[src/rtl/spse_regs.svh]
// Register offsets, field positions, reset values and timing counts of the pin select block
`ifndef SPSE_REGS_SVH
`define SPSE_REGS_SVH

// ------------------------------------------------------------------
// Register offsets (byte addresses)
// ------------------------------------------------------------------
`define SPSE_SYSIO_OFFSET       8'h00
`define SPSE_XTAL_OFFSET        8'h04
`define SPSE_RSTCTL_OFFSET      8'h08
`define SPSE_STATUS_OFFSET      8'h0C

// ------------------------------------------------------------------
// Field positions
// ------------------------------------------------------------------
`define SPSE_BIT_DEBUG_IN       4
`define SPSE_BIT_DEBUG_OUT      5
`define SPSE_BIT_DEBUG_MODE     6
`define SPSE_BIT_DEBUG_CLK      7
`define SPSE_BIT_USB_MINUS      10
`define SPSE_BIT_USB_PLUS       11
`define SPSE_BIT_FLASH_CLEAR    12
`define SPSE_SYSIO_MASK         32'h00001CF0
`define SPSE_XTAL_MASK          32'h0000000F
`define SPSE_SYSIO_RESET        32'h00000000
`define SPSE_XTAL_RESET         32'h00000000

// ------------------------------------------------------------------
// Timing
// ------------------------------------------------------------------
`define SPSE_SLOW_CLK_HZ        32768
`define SPSE_IGNORE_MS          100
`define SPSE_ERASE_MS           220
`define SPSE_SYNC_CLK_HZ        40000000
`define SPSE_CLK_PERIOD_NS      25
`define SPSE_RST_PULSE_NS       1000
`define SPSE_RST_PULSE_CYCLES   ((`SPSE_RST_PULSE_NS + `SPSE_CLK_PERIOD_NS - 1) / `SPSE_CLK_PERIOD_NS)

`endif
[src/rtl/spse_pkg.sv]
// Types of the system pin select and erase detect block
package spse_pkg;

    typedef enum logic [1:0] {
        SPSE_DP_SCAN,
        SPSE_DP_SERIAL
    } spse_dp_mode_t;

    typedef enum {
        SPSE_RST_IDLE,
        SPSE_RST_DRIVE,
        SPSE_RST_RELEASE
    } spse_rst_state_t;

    typedef struct packed {
        logic in;
        logic out;
        logic oe;
    } spse_pad_t;

    typedef struct packed {
        logic [31:0] haddr;
        logic        hwrite;
        logic        sel;
    } spse_bus_req_t;

endpackage

[src/rtl/spse_pin_select.sv]
// Pin select, debug port pins, external reset pin and flash-clear detector
//
// What this block does
// - After reset every shared pin is in its default function; software may reassign.
// - Select bit 12 picks flash-clear function or port_b_line_twelve.
// - Select bits 10 and 11 pick USB data pins or port B lines ten, eleven.
// - Select bits 7 to 4 pick debug pins or port B lines seven to four.
// - Debug pins start in debug port mode so a probe connects without software.
// - Pad settings apply in both system and general I/O mode.
// - High boundary-scan select pin selects boundary scan; low is normal operation.
// - Trace drives the debug out pin only while serial-wire port is active.
// - Asserted test-mode pin selects scan test or fast programming; low is inactive.
// - External reset pin is bidirectional: driven low by device or pulled externally.
// - Low external reset resets core and peripherals but not the backup domain.
// - Any external reset length is accepted; device-driven pulses have a minimum length.
// - External reset pin is an input out of reset until the controller asserts it.
// - A valid flash-clear request erases flash and some configuration bits to ones.
// - Flash-clear input is debounced on the slow clock.
// - Flash-clear high for under 100 ms is ignored.
// - Flash-clear high for over 220 ms performs the erase.
// - Flash-clear starts as system function; driving it as output never erases.
// - Crystal pins default to general I/O lines, oscillator is the alternate.
`include "spse_regs.svh"

module spse_pin_select #(
    parameter int SLOW_DIV = `SPSE_SYNC_CLK_HZ / `SPSE_SLOW_CLK_HZ
) (
    input  wire logic        clock,
    input  wire logic        rst_n,
    // AHB-Lite slave
    input  wire logic        hsel,
    input  wire logic [31:0] haddr,
    input  wire logic [1:0]  htrans,
    input  wire logic        hwrite,
    input  wire logic [2:0]  hsize,
    input  wire logic        hready,
    input  wire logic [31:0] hwdata,
    output logic      [31:0] hrdata,
    output logic             hreadyout,
    output logic             hresp,
    // Shared pads: index 0..6 = B4,B5,B6,B7,B10,B11,B12
    input  wire logic [6:0]  padIn,
    output logic      [6:0]  padOut,
    output logic      [6:0]  padOe,
    // General I/O controller side of the same pads
    output logic      [6:0]  gpioIn,
    input  wire logic [6:0]  gpioOut,
    input  wire logic [6:0]  gpioOe,
    // Debug port side
    output logic             debugClk,
    output logic             debugModeIn,
    input  wire logic        debugModeOut,
    input  wire logic        debugModeOe,
    output logic             debugIn,
    input  wire logic        debugOutData,
    input  wire logic        debugOutOe,
    input  wire logic        asyncTraceOutput,
    input  wire logic        serialWireActive,
    // USB transceiver side
    output logic             usbDataMinusIn,
    output logic             usbDataPlusIn,
    input  wire logic        usbDataMinusOut,
    input  wire logic        usbDataPlusOut,
    input  wire logic        usbOe,
    // Crystal pins
    output logic      [3:0]  crystalOscSel,
    // Mode pins
    input  wire logic        boundaryScanSelectPin,
    input  wire logic        testModePin,
    output logic             boundaryScanMode,
    output logic             testModeActive,
    // External reset pin
    input  wire logic        externalResetIn,
    output logic             externalResetOut,
    output logic             externalResetOe,
    input  wire logic        resetControllerAssert,
    output logic             coreReset,
    // Flash clear
    output logic             flashEraseRequest
);

    // ------------------------------------------------------------------
    // Constants
    // ------------------------------------------------------------------
    localparam int IGNORE_TICKS = `SPSE_SLOW_CLK_HZ * `SPSE_IGNORE_MS / 1000;
    localparam int ERASE_TICKS  = (`SPSE_SLOW_CLK_HZ * `SPSE_ERASE_MS + 999) / 1000 + 1;
    localparam int RST_CYCLES   = `SPSE_RST_PULSE_CYCLES;
    localparam logic [31:0] SEL_MASK =
        (32'h1 << `SPSE_BIT_DEBUG_IN) |
        (32'h1 << `SPSE_BIT_DEBUG_OUT) |
        (32'h1 << `SPSE_BIT_DEBUG_MODE) |
        (32'h1 << `SPSE_BIT_DEBUG_CLK) |
        (32'h1 << `SPSE_BIT_USB_MINUS) |
        (32'h1 << `SPSE_BIT_USB_PLUS) |
        (32'h1 << `SPSE_BIT_FLASH_CLEAR);

    // ------------------------------------------------------------------
    // Elaboration checks
    // ------------------------------------------------------------------
    // Counters are 16 bits; a longer window would wrap and never fire
    initial begin
        if (SLOW_DIV < 2) begin
            $error("SLOW_DIV must be at least 2");
        end
        if (SLOW_DIV > 65536) begin
            $error("SLOW_DIV must fit the divider");
        end
        if (IGNORE_TICKS < 1) begin
            $error("ignore window must be at least one tick");
        end
        if (ERASE_TICKS > 65535) begin
            $error("erase window must fit the press counter");
        end
        if (RST_CYCLES < 1 || RST_CYCLES > 65536) begin
            $error("reset pulse must fit its counter");
        end
        if (`SPSE_SYSIO_MASK != SEL_MASK) begin
            $error("select mask disagrees with the select bits");
        end
        if ((`SPSE_SYSIO_RESET & ~`SPSE_SYSIO_MASK) != 32'h00000000) begin
            $error("select reset value sets unused bits");
        end
        if ((`SPSE_XTAL_RESET & ~`SPSE_XTAL_MASK) != 32'h00000000) begin
            $error("crystal reset value sets unused bits");
        end
    end

    // ------------------------------------------------------------------
    // Bus slave
    // ------------------------------------------------------------------
    logic [31:0] sysioSel;
    logic [31:0] next_sysioSel;
    logic [3:0]  xtalSel;
    logic [3:0]  next_xtalSel;
    logic        wrPend;
    logic        next_wrPend;
    logic [7:0]  wrAddr;
    logic [7:0]  next_wrAddr;
    logic [31:0] next_hrdata;
    logic        eraseDone;
    logic        next_eraseDone;
    logic        eraseClr;
    logic        accept;
    logic        flashClearSync;
    logic [31:0] statusWord;

    assign accept    = hsel && hready && htrans[1];
    assign hreadyout = 1'b1;
    assign hresp     = 1'b0;

    // ------------------------------------------------------------------
    // Register decode
    // ------------------------------------------------------------------
    always_comb begin
        next_sysioSel = sysioSel;
        next_xtalSel  = xtalSel;
        next_wrPend   = accept && hwrite;
        next_wrAddr   = accept ? haddr[7:0] : wrAddr;
        next_hrdata   = hrdata;
        eraseClr      = 1'b0;
        if (wrPend) begin
            case (wrAddr)
                `SPSE_SYSIO_OFFSET: next_sysioSel = hwdata & `SPSE_SYSIO_MASK;
                `SPSE_XTAL_OFFSET:  next_xtalSel  = 4'(hwdata & `SPSE_XTAL_MASK);
                `SPSE_STATUS_OFFSET: eraseClr     = hwdata[0];
                default: ;
            endcase
        end
        if (accept && !hwrite) begin
            case (haddr[7:0])
                `SPSE_SYSIO_OFFSET:  next_hrdata = sysioSel;
                `SPSE_XTAL_OFFSET:   next_hrdata = {28'h0000000, xtalSel};
                `SPSE_STATUS_OFFSET: next_hrdata = statusWord;
                default:             next_hrdata = 32'h00000000;
            endcase
        end
    end

    always_ff @(posedge clock or negedge rst_n) begin
        if (!rst_n) begin
            sysioSel <= `SPSE_SYSIO_RESET;
            xtalSel  <= 4'(`SPSE_XTAL_RESET);
            wrPend   <= 1'b0;
            wrAddr   <= 8'h00;
            hrdata   <= 32'h00000000;
        end else begin
            sysioSel <= next_sysioSel;
            xtalSel  <= next_xtalSel;
            wrPend   <= next_wrPend;
            wrAddr   <= next_wrAddr;
            hrdata   <= next_hrdata;
        end
    end

    // ------------------------------------------------------------------
    // Status word
    // ------------------------------------------------------------------
    // Live levels and the sticky erase flag, taken on the read address phase like any register
    assign statusWord = {26'h0, serialWireActive, boundaryScanMode, testModeActive,
                         externalResetIn, flashClearSync, eraseDone};

    // ------------------------------------------------------------------
    // Pad multiplexing
    // ------------------------------------------------------------------
    logic [6:0] gpioMode;
    logic [6:0] sysOut;
    logic [6:0] sysOe;

    assign gpioMode = {sysioSel[`SPSE_BIT_FLASH_CLEAR], sysioSel[`SPSE_BIT_USB_PLUS],
                       sysioSel[`SPSE_BIT_USB_MINUS], sysioSel[`SPSE_BIT_DEBUG_CLK],
                       sysioSel[`SPSE_BIT_DEBUG_MODE], sysioSel[`SPSE_BIT_DEBUG_OUT],
                       sysioSel[`SPSE_BIT_DEBUG_IN]};

    // Trace only replaces scan data while serial wire is up
    always_comb begin
        sysOut    = 7'h00;
        sysOe     = 7'h00;
        sysOut[1] = serialWireActive ? asyncTraceOutput : debugOutData;
        sysOe[1]  = serialWireActive ? 1'b1 : debugOutOe;
        sysOut[2] = debugModeOut;
        sysOe[2]  = debugModeOe;
        sysOut[4] = usbDataMinusOut;
        sysOe[4]  = usbOe;
        sysOut[5] = usbDataPlusOut;
        sysOe[5]  = usbOe;
    end

    // Pad settings live in the I/O controller and act in both modes
    genvar gi;
    generate
        for (gi = 0; gi < 7; gi++) begin : g_pad
            assign padOut[gi] = gpioMode[gi] ? gpioOut[gi] : sysOut[gi];
            assign padOe[gi]  = gpioMode[gi] ? gpioOe[gi]  : sysOe[gi];
            assign gpioIn[gi] = padIn[gi];
        end
    endgenerate

    // ------------------------------------------------------------------
    // System-side inputs
    // ------------------------------------------------------------------
    // Inactive levels keep debug and USB logic quiet in I/O mode
    assign debugIn        = gpioMode[0] ? 1'b0 : padIn[0];
    assign debugModeIn    = gpioMode[2] ? 1'b1 : padIn[2];
    assign debugClk       = gpioMode[3] ? 1'b0 : padIn[3];
    assign usbDataMinusIn = gpioMode[4] ? 1'b0 : padIn[4];
    assign usbDataPlusIn  = gpioMode[5] ? 1'b0 : padIn[5];

    // ------------------------------------------------------------------
    // Crystal pins
    // ------------------------------------------------------------------
    assign crystalOscSel  = xtalSel;

    // ------------------------------------------------------------------
    // Mode pins
    // ------------------------------------------------------------------
    assign boundaryScanMode = boundaryScanSelectPin;
    assign testModeActive   = testModePin;

    // ------------------------------------------------------------------
    // External reset pin
    // ------------------------------------------------------------------
    spse_pkg::spse_rst_state_t rstState;
    spse_pkg::spse_rst_state_t next_rstState;
    logic [15:0] rstCnt;
    logic [15:0] next_rstCnt;

    always_comb begin
        next_rstState = rstState;
        next_rstCnt   = rstCnt;
        case (rstState)
            spse_pkg::SPSE_RST_IDLE: begin
                if (resetControllerAssert) begin
                    next_rstState = spse_pkg::SPSE_RST_DRIVE;
                    next_rstCnt   = 16'(RST_CYCLES - 1);
                end
            end
            spse_pkg::SPSE_RST_DRIVE: begin
                if (rstCnt != 16'h0000) begin
                    next_rstCnt = rstCnt - 16'h0001;
                end else if (!resetControllerAssert) begin
                    next_rstState = spse_pkg::SPSE_RST_RELEASE;
                end
            end
            // One idle cycle lets the pull-up restore the pin before a new drive
            spse_pkg::SPSE_RST_RELEASE: next_rstState = spse_pkg::SPSE_RST_IDLE;
            default: next_rstState = spse_pkg::SPSE_RST_IDLE;
        endcase
    end

    always_ff @(posedge clock or negedge rst_n) begin
        if (!rst_n) begin
            rstState <= spse_pkg::SPSE_RST_IDLE;
            rstCnt   <= 16'h0000;
        end else begin
            rstState <= next_rstState;
            rstCnt   <= next_rstCnt;
        end
    end

    assign externalResetOut = 1'b0;
    assign externalResetOe  = (rstState == spse_pkg::SPSE_RST_DRIVE);

    // ------------------------------------------------------------------
    // Core reset
    // ------------------------------------------------------------------
    // Any low level, however short, resets; backup domain not wired here
    assign coreReset        = !externalResetIn || externalResetOe;

    // ------------------------------------------------------------------
    // Flash clear detector on slow clock tick
    // ------------------------------------------------------------------
    logic [15:0] divCnt;
    logic [15:0] next_divCnt;
    logic        slowTick;
    logic        flashClearRaw;
    logic        next_flashClearSync;
    logic [15:0] highTicks;
    logic [15:0] next_highTicks;

    // Free-running divider: a press is seen within one tick of its start
    assign slowTick      = (divCnt == 16'(SLOW_DIV - 1));
    // Output mode never feeds the detector
    assign flashClearRaw = gpioMode[6] ? 1'b0 : padIn[6];

    always_comb begin
        next_divCnt         = slowTick ? 16'h0000 : divCnt + 16'h0001;
        next_flashClearSync = slowTick ? flashClearRaw : flashClearSync;
        next_highTicks      = highTicks;
        next_eraseDone      = eraseDone;
        if (slowTick) begin
            if (!flashClearSync) begin
                next_highTicks = 16'h0000;
            end else if (highTicks != 16'(ERASE_TICKS)) begin
                next_highTicks = highTicks + 16'h0001;
            end
        end
        if (eraseClr) begin
            next_eraseDone = 1'b0;
        end
        if (flashEraseRequest) begin
            next_eraseDone = 1'b1;
        end
    end

    always_ff @(posedge clock or negedge rst_n) begin
        if (!rst_n) begin
            divCnt         <= 16'h0000;
            flashClearSync <= 1'b0;
            highTicks      <= 16'h0000;
            eraseDone      <= 1'b0;
        end else begin
            divCnt         <= next_divCnt;
            flashClearSync <= next_flashClearSync;
            highTicks      <= next_highTicks;
            eraseDone      <= next_eraseDone;
        end
    end

    // ------------------------------------------------------------------
    // Erase request
    // ------------------------------------------------------------------
    // One pulse once the high time passes the erase window
    assign flashEraseRequest = slowTick && flashClearSync &&
                               (highTicks == 16'(ERASE_TICKS - 1));

    initial begin
        if (IGNORE_TICKS >= ERASE_TICKS) begin
            $error("ignore window must be shorter than erase window");
        end
    end

endmodule // spse_pin_select

[config.mk]
export PLATFORM = sky130hd
export DESIGN_NAME = spse_pin_select
export DESIGN_NICKNAME = d
export VERILOG_FILES = /design/src/rtl/spse_pkg.sv /design/src/rtl/spse_pin_select.sv
export VERILOG_INCLUDE_DIRS = /design/src /design/src/rtl
export SDC_FILE = /design/constraint.sdc
export NUM_CORES = 1
export LEC_CHECK = 0
export BUFFER_PORTS_ARGS = -buffer_cell sky130_fd_sc_hd__buf_2
export CORE_MARGIN = 10
export CORE_UTILIZATION = 54
export CTS_BUF_LIST = sky130_fd_sc_hd__clkbuf_8
export DETAILED_ROUTE_END_ITERATION = 8
export GPL_TIMING_DRIVEN = 0
export PLACE_DENSITY = 0.95
export SYNTH_ARGS = -nofsm -noshare
export SYNTH_HDL_FRONTEND = slang
export SYNTH_SLANG_ARGS = --single-unit
export TNS_END_PERCENT = 20
[constraint.sdc]
create_clock -name clock -period 3.9 [get_ports clock]
set_input_delay 0 -clock clock [delete_from_list [all_inputs] [get_ports clock]]
set_output_delay 0 -clock clock [all_outputs]
set_load 0.02 [all_outputs]
# == Word level (Yosys, flattened, before mapping) ==
# Cells that the tools add are included.
# op_classes
add_sub_neg,3
n_eq_ne,14
n_mux,37
reduce_logical,20
# ops
op,n
2-to-1 mux 32 bit,3
2-to-1 mux 16 bit,5
one-hot mux 32 bit (2 select lines),1
one-hot mux 13 bit (3 select lines),1
adder 16 x 1 -> 16 bit (second input constant),2
equality test 32 x 1 -> 1 bit (second input constant),1
equality test 32 x 2 -> 1 bit (second input constant),1
zero test 32 bit,1
one-hot mux 16 bit (2 select lines),1
2-to-1 mux 1 bit,26
equality test 16 x 11 -> 1 bit (second input constant),1
equality test 16 x 13 -> 1 bit (second input constant),1
equality test 8 x 3 -> 1 bit (second input constant),2
equality test 8 x 4 -> 1 bit (second input constant),2
zero test 8 bit,2
!= test 16 x 13 -> 1 bit (second input constant),1
nonzero test 16 bit,1
subtractor 16 x 1 -> 16 bit (second input constant),1
!= test 2 bit (second input constant),4
logical AND 1 bit,6
AND reduction 2 bit,3
AND reduction 3 bit,2
nonzero test 2 bit,2
zero test 1 bit,2
other kinds (2),2
# totals
reg_bits,134
output_inout_bits,70
elab_cells,85

# == Logic depth before layout (Yosys ltp) ==
# depth
depth_word,5
depth_mapped,7
ltp_nobuf,6

# == Least setup slack after synthesis ==
# Ideal clock, no wire load.
# synth_path
path_type,register to register
start,register highTicks[4]
end,register eraseDone
setup_ns,0.068
arrival_time_ns,2.204
slack_ns,1.628
path_stages_with_launch,6
n_path_buf,1
period_less_slack_ns,2.272
path_cell_list,dfrtp_1 > clkbuf_1 > or4b_1 > or4_1 > nor3_1 > nand2b_1
# synth_via
elab_chain_len,3
# synth_rtl
element,line_no,text
from (decl),spse_pin_select.sv:317,logic [15:0] highTicks;
from (signal assigned),spse_pin_select.sv:354,highTicks <= next_highTicks;
equality test 16 x 13 -> 1 bit *,spse_pin_select.sv:364,(highTicks == 16'(ERASE_TICKS - 1));
logical AND 1 bit *,spse_pin_select.sv:363,assign flashEraseRequest = slowTick && flashClearSync &&
named net flashEraseRequest,spse_pin_select.sv:79,output logic flashEraseRequest
2-to-1 mux 1 bit or nonzero test 2 bit (tied branches),-,
to (signal assigned),spse_pin_select.sv:355,eraseDone <= next_eraseDone;
to (decl),spse_pin_select.sv:140,logic eraseDone;
# Mark *: on every way through the listed nets, which the timed path passes. The rest lies on a longest branch.
# A chain may end at the register's enable or synchronous reset.

# == Worst setup path after layout ==
# layout_path
start,register highTicks[9]
end,output port flashEraseRequest
# layout_via
elab_chain_len,2
# layout_rtl
element,line_no
equality test 16 x 13 -> 1 bit,spse_pin_select.sv:364
logical AND 1 bit,spse_pin_select.sv:363
to (decl),spse_pin_select.sv:79
# Every way passes these cells.

==> results by group <==
Critical path
  • Worst Path Required: 3900 ps
  • Element type at the critical path end: primary output
  • Worst R2R Path Depth: 7
  • Critical Path AT: approximately 2600 ps
  • CP Max Fanout: 9
  • Crit Path Class: reg -> out
  • CP startpoint kind: register

Placement
  • Worst slack, placed: between 1500 and 2000 ps
  • # port buffers: 102
  • Dpl hpwl: a little over 9000 um
  • Final GP Congestion: between 0.8 and 0.9

Synth
  • Seq/Total Area, Yosys: 46.6%
  • Post-synth ARST share: 100%
  • Simple-Gate Fraction of Synth Area: 20.4%
  • Netlist cell types: 47
  • Avg Cell Area, Syn: 9.92 um^2
  • Ys flop type: dfrtp_1
  • Yosys warnings: 0
  • Cell count after synthesis: 449
  • Post-synthesis xor/xnor area fraction: 2.36%
  • Adder-Cell Fraction of Synth Area: under 10%
  • Mux cell area share after synthesis: 9.44%
  • Syn Std Cell Area: ~0.0045 mm^2
  • #FFs+latches synth: 83
  • Largest family of logic cells by synthesized area: simple AND/OR/NAND/NOR gates
  • Post-synthesis compound-gate area fraction: 11.3%
  • Post-synth EDFFs: 0

Timing
  • Minimum clock period: 2590 ps
  • Unrepaired setup endpoints after global routing: false
  • Slew Viols, Final: 0
  • Setup violations, final: 0
  • Max-Slew Margin vs Limit: approximately 33%
  • Worst slew pin tran: 1000 ps
  • Fin Clk Skew: approximately 18 ps
  • Worst Slack Setup Final: ~1300 ps
  • Fmax: about 0.39 GHz
  • Setup TNS Final: 0 ps
  • Final Hold Vio Count: 0
  • Fin crit share: 66.5%

Routing
  • Antenna-violating nets left: 0
  • Vias: ~4.2k
  • DRC viols: 0
  • DR WL/cell: 19.5 um
  • Routed wire length: 14,000 um
  • Via/cell ratio: 5.87
  • Initial DRC count: 286
  • First-pass detailed-route iteration total: 5

Flow run
  • Max-cap violations: 0

CTS
  • Clock root buffer: clkbuf_8
  • TritonCTS buffer count: 9
  • Max clock buf depth: 2
  • CTS clk-pin slew, worst paths: 100 ps
  • CTS tree: yes
  • Clock Latency Late Sink: between 300 and 400 ps
  • Resized Gates After CTS: 0
  • Setup Buffers After CTS: 0
  • Clock sink count: 83
  • H-tree levels: 3

Floorplanning
  • Std cell rows: 33
  • DIE HEIGHT: 111 um
  • Die area: 0.0123 mm^2
  • IO Pins: 178
  • Initial Util: between 50% and 60%
  • Die Width: between 100 and 150 um
  • Area of the core: between 0.008 and 0.009 mm^2

Pwr
  • Power Dens Cells: 372 mW/mm^2
  • Worst vdd ir: 0.212 mV
  • Cell-internal power: 1440 uW
  • Pleak: 0.00262 uW
  • Sw frac: about a third
  • Combinational power share: just under 20%
  • Sequential power share: 49.1%
  • Clock share of power: 31.4%
  • Switching power: between 600 and 700 uW

Layout
  • Ratio of cells with drive above 1 in the final layout: 30.1%
  • Antenna Cells: 0
  • Final nets: 722
  • Fillers: 510
  • Area Growth Syn to Fin: 27.0%

Global route
  • First-pass GRT wire length: 22,700 um
  • Grt ovf: 0
  • Vias in the first global route: between 4k and 5k
  • Largest net degree at the start of global routing: 54
  • Initial antenna violation count: 0
  • Overall routing resource usage: between 20% and 30%

Hold path
  • Hold path cells: 3
  • Hold crit path type: in -> reg

Status
  • Status: finished clean
worst max-delay path, stage by stage (launching register included):
cell and delay [ps]:
dfrtp_1 370, clkbuf_1 190, or4_1 530, or4_1 560
nor3_1 330, buf_2 250
routing by layer:
layer | GRT usage (%) | vias up | routed length [um]
met5 | 0 | - | 0
met4 | 10.9 | 0 | 621
met3 | 5.52 | 53 | 1020
met2 | 40.1 | 250 | 7450
met1 | 23.1 | 2030 | 4920
li1 | - | 1888 | -
logic make-up (layout without fill, tap and decap cells):
kind of cell,count (synthesis),after routing
compound gates,79,79
xor+xnor,12,12
fa+ha+maj,5,5
buf+inv,65,208
flops,83,83
mux,39,39
other cells,2,24
simple gates,164,164
Yosys cell counts (all sizes together), types with 13 or more instances:
| cell | count | area (um^2) |
|---|---|---|
| mux2 | 24 | 270 |
| and2 | 13 | 81.3 |
| nand2 | 36 | 135 |
| buf | 35 | 256 |
| nand3 | 19 | 95.1 |
| o21ai | 35 | 175 |
| clkbuf | 15 | 56.3 |
| nor2 | 17 | 63.8 |
| dfrtp | 83 | 2080 |
| mux2i | 15 | 150 |
| inv | 15 | 56.3 |
state kept, by name (all words and copies together), names as in the netlist:
| signal | cells |
|---|---|
| highTicks | 16 |
| sysioSel | 7 |
| wrPend | 1 |
| rstState | 2 |
| divCnt | 16 |
| hrdata | 11 |
| crystalOscSel | 4 |
| rstCnt | 16 |
| eraseDone | 1 |
| wrAddr | 8 |
| flashClearSync | 1 |
final cells by class:
type,instances,area (um^2),share of cell area (%)
Multi-Input combinational cell,323,2090,37.0
Sequential cell,83,2080,36.7
Timing Repair Buffer,127,781,13.8
Buffer,50,313,5.53
Tap cell,105,131,2.32
Clock buffer,9,124,2.19
Clock inverter,7,82.6,1.46
Inverter,15,56.3,0.996
stage by stage:
stage / cells / total power [uW] / utilization, % / instance area (um^2) / hold WS, ps
finish: 719 / 2100 / 69.5 / 5650 / 23.3
global route: 719 / 2200 / 69.5 / 5650 / 57.8
CTS: 719 / 2070 / 69.5 / 5650 / 30.0
detailed placement: 679 / 1410 / 64.0 / 5210 / -31.9
global placement: 678 / 1380 / 63.7 / 5180 / 188
floorplan: 471 / 1270 / - / 4540 / -296
worst paths after layout:
kind | from | endpoint | slack, ps
max | highTicks[9] | flashEraseRequest | 1310
min | testModePin | hrdata[3] | 20
max reg2reg | divCnt[0] | highTicks[7] | 1500
min reg2reg | divCnt[15] | divCnt[15] | 500
max in group asynchronous | rst_n | rstCnt[2] | 3180
min in group asynchronous | rst_n | highTicks[0] | 120
placed cells by master, fill, tap and decap left out, types with 17 or more instances in the layout:
cell type      Yosys  layout
buf_2              1     102
buf_4             33      34
conb_1             2      24
dfrtp_1           83      83
dlygate4sd3_1      0      24
mux2_2            24      24
nand2_1           36      36
nand3_1           19      19
nor2_1            17      17
o21ai_0           34      34
power groups by stage:
stage | logic (uW) | registers, uW | clock network [uW]
after global placement | 350 | 1030 | 0
after CTS | 393 | 1020 | 653
after global routing | 448 | 1040 | 708
final | 409 | 1030 | 660
after detailed placement | 371 | 1040 | 0
after floorplan | 256 | 1020 | 0
what timing repair did:
action | CTS | global route
hold buffers | 24 | 0
hold endpoints to repair | 109 | 0
endpoints found under the setup margin | 0 | 0
(Power assumes the default switching activity.)
